===== src/core/lmrx_pkg.sv =====
package lmrx_pkg;
    // =====================================================
    // widths
    localparam int INSTR_W     = 12;
    localparam int DATA_W      = 8;
    localparam int FADDR_W     = 5;
    localparam int PC_W        = 11;
    localparam int FILE_DEPTH  = 32;
    localparam int CARRY_BIT   = 0;
    // =====================================================
    // timing: one instruction cycle is four phases of mclk
    localparam int CLK_PERIOD_PS   = 5000;
    localparam int INSTR_CYCLE_PS  = 20000;
    localparam int PHASES_PER_CYC  = INSTR_CYCLE_PS / CLK_PERIOD_PS;
    localparam logic [1:0] PHASE_LAST = 2'(PHASES_PER_CYC - 1);
    // =====================================================
    // encodings
    localparam logic [11:0] ENC_IDLE   = 12'h000;
    localparam logic [11:0] ENC_OPTION = 12'h002;
    localparam logic [6:0]  PFX_STORE  = 7'h01;
    localparam logic [5:0]  PFX_ROTL   = 6'h0D;
    localparam logic [3:0]  PFX_RETURN_LIT = 4'h8;
    localparam logic [3:0]  PFX_LOADL  = 4'hC;
    localparam int          DEST_BIT   = 5;
    // =====================================================
    // reset values
    localparam logic [7:0]  W_RST      = 8'h00;
    localparam logic [7:0]  OPTION_RST = 8'hFF;
    localparam logic [7:0]  STATUS_RST = 8'h00;
    localparam logic [10:0] PC_RST     = 11'h000;

    typedef enum logic [2:0] {
        OP_IDLE,
        OP_OPTION,
        OP_STORE,
        OP_ROTL,
        OP_RETURN_LIT,
        OP_LOADL,
        OP_OTHER
    } lmrx_op_t;

    typedef enum logic {
        ST_RUN,
        ST_FLUSH
    } lmrx_state_t;

    function automatic lmrx_op_t lmrx_decode(input logic [11:0] iw);
        lmrx_op_t op;
        op = OP_OTHER;
        if (iw == ENC_IDLE)
            op = OP_IDLE;
        else if (iw == ENC_OPTION)
            op = OP_OPTION;
        else if (iw[11:5] == PFX_STORE)
            op = OP_STORE;
        else if (iw[11:6] == PFX_ROTL)
            op = OP_ROTL;
        else if (iw[11:8] == PFX_RETURN_LIT)
            op = OP_RETURN_LIT;
        else if (iw[11:8] == PFX_LOADL)
            op = OP_LOADL;
        return op;
    endfunction : lmrx_decode

    function automatic logic [8:0] lmrx_rotl(input logic [7:0] v, input logic c);
        return {v, c};
    endfunction : lmrx_rotl
endpackage : lmrx_pkg


===== src/core/lmrx_mem_if.sv =====
`timescale 1ns/10ps
interface lmrx_mem_if;
    import lmrx_pkg::*;
    logic [FADDR_W-1:0] rd_addr;
    logic [DATA_W-1:0]  rd_data;
    logic               wr_en;
    logic [FADDR_W-1:0] wr_addr;
    logic [DATA_W-1:0]  wr_data;

    modport core (output rd_addr, input rd_data, output wr_en, output wr_addr, output wr_data);
    modport mem  (input rd_addr, output rd_data, input wr_en, input wr_addr, input wr_data);
endinterface : lmrx_mem_if


===== src/core/lmrx_file_mem.sv =====
`timescale 1ns/10ps
module lmrx_file_mem
    import lmrx_pkg::*;
(
    input wire logic mclk,
    lmrx_mem_if.mem  bus
);
    // =====================================================
    // file registers, registered read port
    logic [DATA_W-1:0] mem_reg [FILE_DEPTH];
    logic [DATA_W-1:0] rd_data_reg;

    always_ff @(posedge mclk)
    begin
        if (bus.wr_en)
            mem_reg[bus.wr_addr] <= bus.wr_data;
    end

    // no reset on the array: contents are undefined after power-up anyway
    always_ff @(posedge mclk)
    begin
        rd_data_reg <= mem_reg[bus.rd_addr];
    end

    assign bus.rd_data = rd_data_reg;
endmodule : lmrx_file_mem


===== src/core/lmrx_exec.sv =====
// Contract
// - store-accumulator copies working register into the addressed file register.
// - return-with-literal loads the low eight instruction bits into working register.
// - return-with-literal pops the stack top into the program counter.
// - return-with-literal takes two instruction cycles; others here take one.
// - rotate-left shifts file value up; old carry to bit 0, bit 7 to carry.
// - the carry used by rotate-left is status bit 0.
// - rotate-left with destination 0 writes working register, file unchanged.
// - rotate-left with destination 1 writes result back to the file register.
`timescale 1ns/10ps
module lmrx_exec
    import lmrx_pkg::*;
(
    input  wire logic                 mclk,
    input  wire logic                 rst_n,
    input  wire logic [INSTR_W-1:0]   instr_word,
    input  wire logic [PC_W-1:0]      stack_top,
    output logic                      cycle_start,
    output logic                      stack_pop,
    output logic                      flushing,
    output logic [PC_W-1:0]           pc,
    output logic [DATA_W-1:0]         w_acc,
    output logic [DATA_W-1:0]         option_val,
    output logic [DATA_W-1:0]         status_val
);
    // =====================================================
    // phase divider and instruction register
    logic [1:0]          phase_reg;
    logic [INSTR_W-1:0]  ir_reg;
    lmrx_state_t         state_reg;
    logic [PC_W-1:0]     pc_reg;
    logic [DATA_W-1:0]   w_reg;
    logic [DATA_W-1:0]   option_reg;
    logic [DATA_W-1:0]   status_reg;
    logic                cycle_start_reg;
    logic                stack_pop_reg;
    lmrx_op_t            op;
    logic                exec_en;
    logic                dest_file;
    logic [8:0]          rot;

    lmrx_mem_if mbus ();

    lmrx_file_mem u_mem (
        .mclk (mclk),
        .bus  (mbus.mem)
    );

    always_ff @(posedge mclk)
    begin
        if (!rst_n)
            phase_reg <= 2'h0;
        else if (phase_reg == PHASE_LAST)
            phase_reg <= 2'h0;
        else
            phase_reg <= phase_reg + 2'h1;
    end

    // instruction word must be stable at phase 0 of each cycle
    always_ff @(posedge mclk)
    begin
        if (!rst_n)
            ir_reg <= ENC_IDLE;
        else if (phase_reg == 2'h0)
            ir_reg <= instr_word;
    end

    always_ff @(posedge mclk)
    begin
        if (!rst_n)
            cycle_start_reg <= 1'b0;
        else
            cycle_start_reg <= (phase_reg == PHASE_LAST);
    end

    // =====================================================
    // decode and datapath
    assign op        = lmrx_decode(ir_reg);
    assign exec_en   = (phase_reg == PHASE_LAST) && (state_reg == ST_RUN);
    assign dest_file = ir_reg[DEST_BIT];
    assign rot       = lmrx_rotl(mbus.rd_data, status_reg[CARRY_BIT]);

    // read is issued through phases 1..2, so data is settled by the last phase
    assign mbus.rd_addr = ir_reg[FADDR_W-1:0];
    assign mbus.wr_addr = ir_reg[FADDR_W-1:0];

    always_comb
    begin
        mbus.wr_en   = 1'b0;
        mbus.wr_data = w_reg;
        if (exec_en && op == OP_STORE)
        begin
            mbus.wr_en   = 1'b1;
            mbus.wr_data = w_reg;
        end
        else if (exec_en && op == OP_ROTL && dest_file)
        begin
            mbus.wr_en   = 1'b1;
            mbus.wr_data = rot[7:0];
        end
    end

    // =====================================================
    // architectural state
    always_ff @(posedge mclk)
    begin
        if (!rst_n)
            w_reg <= W_RST;
        else if (exec_en)
        begin
            unique case (op)
                OP_RETURN_LIT: w_reg <= ir_reg[7:0];
                OP_LOADL: w_reg <= ir_reg[7:0];
                OP_ROTL:  if (!dest_file) w_reg <= rot[7:0];
                OP_IDLE, OP_OPTION, OP_STORE, OP_OTHER: w_reg <= w_reg;
            endcase
        end
    end

    always_ff @(posedge mclk)
    begin
        if (!rst_n)
            option_reg <= OPTION_RST;
        else if (exec_en && op == OP_OPTION)
            option_reg <= w_reg;
    end

    // only the rotate touches a flag; everything else here leaves status alone
    always_ff @(posedge mclk)
    begin
        if (!rst_n)
            status_reg <= STATUS_RST;
        else if (exec_en && op == OP_ROTL)
            status_reg[CARRY_BIT] <= rot[8];
    end

    always_ff @(posedge mclk)
    begin
        if (!rst_n)
            pc_reg <= PC_RST;
        else if (exec_en && op == OP_RETURN_LIT)
            pc_reg <= stack_top;
        else if (exec_en)
            pc_reg <= pc_reg + 11'h001;
    end

    always_ff @(posedge mclk)
    begin
        if (!rst_n)
            stack_pop_reg <= 1'b0;
        else
            stack_pop_reg <= exec_en && (op == OP_RETURN_LIT);
    end

    // the word fetched behind a return is stale, so one whole cycle is discarded
    always_ff @(posedge mclk)
    begin
        if (!rst_n)
            state_reg <= ST_RUN;
        else if (phase_reg == PHASE_LAST)
        begin
            unique case (state_reg)
                ST_RUN:   state_reg <= (op == OP_RETURN_LIT) ? ST_FLUSH : ST_RUN;
                ST_FLUSH: state_reg <= ST_RUN;
            endcase
        end
    end

    assign cycle_start = cycle_start_reg;
    assign stack_pop   = stack_pop_reg;
    assign flushing    = (state_reg == ST_FLUSH);
    assign pc          = pc_reg;
    assign w_acc       = w_reg;
    assign option_val  = option_reg;
    assign status_val  = status_reg;
endmodule : lmrx_exec


===== config.mk =====
export PLATFORM = sky130hd
export DESIGN_NAME = lmrx_exec
export DESIGN_NICKNAME = d
export VERILOG_FILES = /design/src/core/lmrx_pkg.sv /design/src/core/lmrx_mem_if.sv /design/src/core/lmrx_file_mem.sv /design/src/core/lmrx_exec.sv
export SDC_FILE = /design/constraint.sdc
export NUM_CORES = 1
export LEC_CHECK = 0
export BUFFER_PORTS_ARGS = -buffer_cell sky130_fd_sc_hd__clkbuf_2
export CAP_MARGIN = 15
export CORE_MARGIN = 2
export CORE_UTILIZATION = 50
export DETAILED_ROUTE_END_ITERATION = 10
export PLACE_DENSITY = 0.78
export SLEW_MARGIN = 20
export SYNTH_ARGS = -nofsm -noshare
export SYNTH_HDL_FRONTEND = slang
export SYNTH_SLANG_ARGS = --single-unit
export TNS_END_PERCENT = 10

===== constraint.sdc =====
create_clock -name mclk -period 2.5 [get_ports mclk]
set_clock_uncertainty 0.05 [all_clocks]
set_input_delay 0.375 -clock mclk [delete_from_list [all_inputs] [get_ports mclk]]
set_output_delay 0.375 -clock mclk [all_outputs]
set_load 0.005 [all_outputs]

# Word-level counts from Yosys, hierarchy flattened

Memory sizes are Yosys's and may differ from the RTL's. A register that Yosys moved wholly into a read port is not among the register bits.
Cells that the tools add are included.

Bitwise logic cells: 3
Multiplexer cells: 18
Add/sub/neg operators: 2
Reduce and logical (&&, ||, !) cells: 14
Equality and inequality tests: 13

Operators with widths:

| cell                  | number |
|---|---|
| $mux 8                | 3 |
| $mux 11               | 2 |
| $pmux 8 s2            | 1 |
| $eq 12x2->1 const B   | 1 |
| $logic_not 12->1      | 1 |
| $mux 3                | 4 |
| $add 11x1->11 const B | 1 |
| $eq 3x3->1 const B    | 3 |
| $eq 4x4->1 const B    | 2 |
| $eq 7x1->1 const B    | 1 |
| $eq 3x2->1 const B    | 2 |
| $eq 6x4->1 const B    | 1 |
| $logic_and 1x1->1     | 6 |
| $mux 1                | 5 |
| $mux 2                | 2 |
| $reduce_or 2->1       | 2 |
| $reduce_or 4->1       | 1 |
| $eq 3x1->1 const B    | 1 |
| $logic_not 3->1       | 1 |
| $not 1->1             | 3 |
| $reduce_and 3->1      | 1 |
| $add 2x1->2 const B   | 1 |
| $eq 2x2->1 const B    | 1 |
| $logic_not 2->1       | 1 |
| other kinds (3)       | 3 |

Memories: 1
RAM bits: 256
Bits in registers: 45

Memory list:

| memory        | depth | width | rd ports | clocked after Yosys merged registers in | write ports | line                | text |
|---|---|---|---|---|---|---|---|
| u_mem.mem_reg | 32    | 8     | 1        | 1                                       | 1           | lmrx_file_mem.sv:10 | `logic [DATA_W-1:0] mem_reg [FILE_DEPTH];` |

# Depth between registers and ports, before layout

Depth in word-level cells: 14
Mapped depth: 6
Depth with buffers taken out: 5

# By module

A second synthesis with hierarchy kept.

Cells, all modules: 661
Area, all modules: 12295.5 um2

Modules (own cells, without submodules):

| module        | cells each | seq. area each (um2) | instances | area each (um2) |
|---|---|---|---|---|
| lmrx_file_mem | 417        | 7847.5               | 1         | 10053.4 |
| lmrx_exec     | 244        | 900.9                | 1         | 2242.2 |

# Least setup slack after synthesis

OpenSTA, ideal clock, no wires.

Path kind: register to register
Start point: reg phase_reg[0]
End point: mem u_mem.mem_reg[22][0], enable pin
Path slack: 0.148 ns
Arrival time: 1.932 ns
Stages on the path, launching flop included: 7
Library setup time: 0.370 ns
Cell sequence: dfxtp_1 > ha_1 > nor2b_1 > clkbuf_1 > nand2_1 > a2111o_1 > nor2_1

Cells in the longest elaborated chain, start to end: 8
Elaborated cells on any way between the ends: 9
Those cells by class: 1 x eq/ne; 4 x mux; 4 x reduce/logical

Ends and longest elaborated chain:

| item                             | line                | text |
|---|---|---|
| start, declared                  | lmrx_exec.sv:28     | `logic [1:0] phase_reg;` |
| start signal, assigned           | lmrx_exec.sv:56     | `phase_reg <= phase_reg + 2'h1;` |
| $eq 2x2->1 (*)                   | lmrx_exec.sv:79     | `assign exec_en = (phase_reg == PHASE_LAST) && (state_reg == ST_RUN);` |
| $logic_and 1x1->1 (*)            | lmrx_exec.sv:79     |  |
| $logic_and 1x1->1 (2 in a row)   | lmrx_exec.sv:96     | `else if (exec_en && op == OP_ROTL && dest_file)` |
| $mux 1                           | lmrx_exec.sv:96     |  |
| $mux 1 (*)                       | lmrx_exec.sv:91     | `if (exec_en && op == OP_STORE)` |
| $mux 1 (*)                       | lmrx_file_mem.sv:15 | `if (bus.wr_en)` |
| $mux 1 (implied by the code) (*) | lmrx_file_mem.sv:16 | `mem_reg[bus.wr_addr] <= bus.wr_data;` |
| end, declared                    | lmrx_file_mem.sv:10 |  |

Mark *: on every way between the ends. The rest lies on a longest branch, timed or not.

# Worst setup path in the final report

Start point: reg ir_reg[6]
End point: mem u_mem.mem_reg[18][7], enable pin

Cells in the longest elaborated chain, start to end: 12
Elaborated cells on any way between the ends: 17
Those cells by class: 5 x eq/ne; 8 x mux; 4 x reduce/logical

Ends and longest elaborated chain:

| item                             | line                | text |
|---|---|---|
| start, declared                  | lmrx_exec.sv:29     | `logic [INSTR_W-1:0] ir_reg;` |
| start signal, assigned           | lmrx_exec.sv:65     | `ir_reg <= instr_word;` |
| $eq 6x4->1                       | lmrx_pkg.sv:56      | `else if (iw[11:6] == PFX_ROTL)` |
| $mux 3                           | lmrx_pkg.sv:56      |  |
| $mux 3                           | lmrx_pkg.sv:54      | `else if (iw[11:5] == PFX_STORE)` |
| $mux 3                           | lmrx_pkg.sv:52      | `else if (iw == ENC_OPTION)` |
| $mux 3 (*)                       | lmrx_pkg.sv:50      | `if (iw == ENC_IDLE)` |
| $eq 3x2->1                       | lmrx_exec.sv:96     |  |
| $logic_and 1x1->1 (2 in a row)   | lmrx_exec.sv:96     |  |
| $mux 1                           | lmrx_exec.sv:96     |  |
| $mux 1 (*)                       | lmrx_exec.sv:91     |  |
| $mux 1 (*)                       | lmrx_file_mem.sv:15 |  |
| $mux 1 (implied by the code) (*) | lmrx_file_mem.sv:16 |  |

Marks and branches as above.

==> results.py <==
metrics = {
    "min_path": {
        "hold_path_class": "in2reg",
        "min_delay_path_depth": 3,
        "min_from": "instr_word[11]",
        "hold-path-endpoint": "ir_reg[11]$_SDFFE_PN0N_",
    },
    "clock_network": {
        "clock-sinks": 309,
        "clk_pin_slew_ns": 0.06,
        "postCtsSetupRepairBufs": 0,
        "tritoncts": "built",
        "numCtsBuffers": 30,
        "cts.path.max_buffers": 3,
        "ctsHtreeMaxLevel": 1,
        "clkLatencyLatePin_ns": 0.58,
        "cts_root_buf": "clkbuf_16",
    },
    "global_route": {
        "top_usage_layer": "met2",
        "grt_pass1_vias": 7077,
        "grt-ovfl-total": 0,
        "grtUsageMet1_pct": 29.7,
        "antenna_found_initial": 0,
        "grt_max_degree": 58,
        "grt.total_usage_pct": 21.0,
        "grt_pass1_wl_um": 41600,
        "use_met2_pct": 33.4,
        "globalRouteMet3Util_pct": 3.64,
    },
    "setup_path": {
        "cp_slowest_stage_delay_ns": 0.69,
        "r2r-end": "u_mem.mem_reg[18][7]$_DFFE_PP_",
        "arrival_ns": 2.51,
        "crit_slowest_cell": "a2111o_1",
        "path_cells": "nor3_2, o311ai_0, a2111o_1, nor2_1, buf_4",
        "cp_max_fo": 8,
        "rr_worst_depth": 5,
        "crit_type": "reg2reg",
        "crit_path_end_kind": "flop",
        "startpoint_type": "flop",
        "startpoint": "ir_reg[6]$_SDFFE_PN0N_",
        "rr_startpoint": "ir_reg[6]$_SDFFE_PN0N_",
        "worst-endpoint-required_ns": 2.72,
        "r2r_slack_ns": 0.21,
    },
    "cells_and_area": {
        "antennaDiodeCount": 0,
        "fillCellCount": 1782,
        "multi_input_area_mm2": 0.00335,
        "instances_no_fill": 1170,
        "regArea_mm2": 0.00875,
        "area_growth_pct": 15.3,
        "drive_gt1_share_pct": 28.7,
        "largest_reg_flops": 256,
        "layout.nets": 851,
    },
    "run": {
        "drv_cap": 0,
    },
    "sta": {
        "finalMaxSlewViolations": 0,
        "relSlewSlack_pct": 43.6,
        "finalSetupViolations": 0,
        "fin_crit_ns": 2.29,
        "rsz0062_at_grt": "no",
        "finalHoldViolCount": 0,
        "tns_ns": 0,
        "tightest_slew_ns": 0.844,
        "fmax_mhz": 437,
        "post-route-period-util_pct": 91.4,
    },
    "drt": {
        "drt-wirelength-per-cell_um": 23.1,
        "wirelength_um": 27100,
        "drtIter0Drc": 858,
        "drc": 0,
        "dr_total_vias": 6968,
        "avgViaCountPerCell": 5.96,
        "ant_nets": 0,
        "first_pass_iters": 5,
    },
    "synthesis": {
        "synth_seq_area_share_pct": 71.0,
        "yosys-top-cells-area": "edfxtp_1, mux4_2, dfxtp_1",
        "ys.warnings.count": 0,
        "syn_area_mm2": 0.0123,
        "async_reset_ff_share_pct": 0,
        "synth_edf_count": 256,
        "avgSynthCellArea_um2": 17.1,
        "ys_types": 54,
        "yosys.area.top_type_share_pct": 62.4,
        "ys_ff_latch": 309,
        "synth-main-ff-cell": "edfxtp_1",
        "synthCells": 722,
        "yosys.area.top_type": "edfxtp_1",
    },
    "floorplanning": {
        "die_w_um": 161,
        "core_mm2": 0.0242,
        "die_h_um": 161,
        "placementRows": 57,
        "fp.dieArea_mm2": 0.0259,
        "initial_core_util_pct": 50.8,
        "io_pins": 63,
    },
    "place": {
        "gp_congestion": 0.882,
        "hpwlAfterDp_um": 17200,
        "io_buffers": 55,
        "numPlacedInstances": 1114,
    },
    "outcome": {
        "outcome": "completed",
    },
    "pwr": {
        "ir_drop_mv": 0.549,
        "leakagePower_nw": 4.14,
        "power_density_mw_per_mm2": 741,
    },
}
## worst max-delay path, delay by kind of cell (launching register included)
kind,cells,cell delay (ns)
AOI/OAI and AO/OA,2,0.91
and+or+nand+nor,2,0.51
DFF,1,0.34
buffers and inverters,1,0.19
## placed cells by master (no fill, tap or decap), types with 6 or more instances in the layout
cell type | netlist | final
o21ai_0 | 15 | 15
dfxtp_1 | 53 | 51
mux2_2 | 9 | 9
clkbuf_1 | 22 | 6
mux2i_1 | 28 | 28
clkbuf_2 | 0 | 55
nand4_1 | 11 | 11
nand2_1 | 24 | 24
clkinv_1 | 0 | 6
nor2_1 | 70 | 70
mux4_2 | 64 | 64
a21oi_1 | 16 | 16
edfxtp_1 | 256 | 256
buf_4 | 7 | 51
clkbuf_16 | 0 | 30
clkinv_2 | 0 | 8
conb_1 | 1 | 7
and3_1 | 15 | 15
a22oi_1 | 34 | 34
a21boi_0 | 6 | 6
nand3_1 | 11 | 11
## cell usage after synthesis, types with 3 or more instances
library cell / number
nand2_1: 24
dfxtp_1: 53
nand4_1: 11
a21oi_1: 16
inv_1: 4
buf_4: 7
nand2b_1: 4
nor2_1: 70
and3_1: 15
clkbuf_1: 22
buf_1: 8
mux2_2: 9
a21boi_0: 6
mux4_2: 64
mux2i_1: 28
and2_1: 5
ha_1: 3
a211oi_1: 3
o21ai_0: 15
edfxtp_1: 256
or2_2: 3
a22oi_1: 34
nor3b_2: 3
buf_2: 11
nand3_1: 11
## worst max path at each step
stage                                                end  slack [ns]  cells past startpoint
after floorplan           u_mem.mem_reg[22][0]$_DFFE_PP_        0.15                      6
after global placement     u_mem.mem_reg[2][3]$_DFFE_PP_        0.32                      5
after detailed placement  u_mem.mem_reg[26][5]$_DFFE_PP_        0.22                      5
after CTS                 u_mem.mem_reg[18][7]$_DFFE_PP_        0.21                      5
after global routing      u_mem.mem_reg[16][6]$_DFFE_PP_        0.09                      5
final                     u_mem.mem_reg[18][7]$_DFFE_PP_        0.21                      5
## timing repair
item,4_1_cts,5_1_grt
endpoints found under the hold margin,1,0
gates resized for setup,0,0
hold buffers,1,0
## per-layer routing
metal,wire length (um),up-vias,part of all wire (%)
met2,12600,365,47
met1,11300,3478,42
met4,893,0,3.3
met5,0,-,0
met3,2310,58,8.5
li1,-,3067,-
## layout make-up
class / count / share of cell area (%)
Tap cell: 324 / 2.86
Inverter: 4 / 0.106
Clock inverter: 18 / 0.969
Sequential cell: 309 / 61.6
Timing Repair Buffer: 111 / 5.27
Clock buffer: 37 / 5.54
Multi-Input combinational cell: 367 / 23.6
## cell families (layout without fill, tap and decap cells)
kind of cell	Yosys count	after routing	share of synthesized area, %
buf+inv	52	170	1.91
other cells	1	7	0.0305
flops	309	309	71.0
simple gates	163	163	6.64
fa+ha+maj	3	3	0.305
mux	101	101	14.8
compound gates	93	93	5.26
## through the flow
stage / utilization (%) / hold slack [ns] / instance area [um^2] / worst slack, ns / total power [mW]
after detailed placement: 54.7 / 0.409 / 13300 / 0.216 / 6.41
after floorplan: - / 0.377 / 12300 / 0.148 / 6.17
after global routing: 58.6 / 0.0294 / 14200 / 0.0916 / 10.8
final: 58.6 / 0.0118 / 14200 / 0.214 / 10.5
after CTS: 58.6 / 0.00239 / 14200 / 0.209 / 10.6
after global placement: 54.7 / 0.386 / 13300 / 0.316 / 6.40
## where the power goes
part	internal (mW)	switching, mW
Combinational	0.279	0.395
Clock	2.34	1.87
Sequential	5.57	0.0650
No activity file was read; power rests on OpenSTA's default activity.
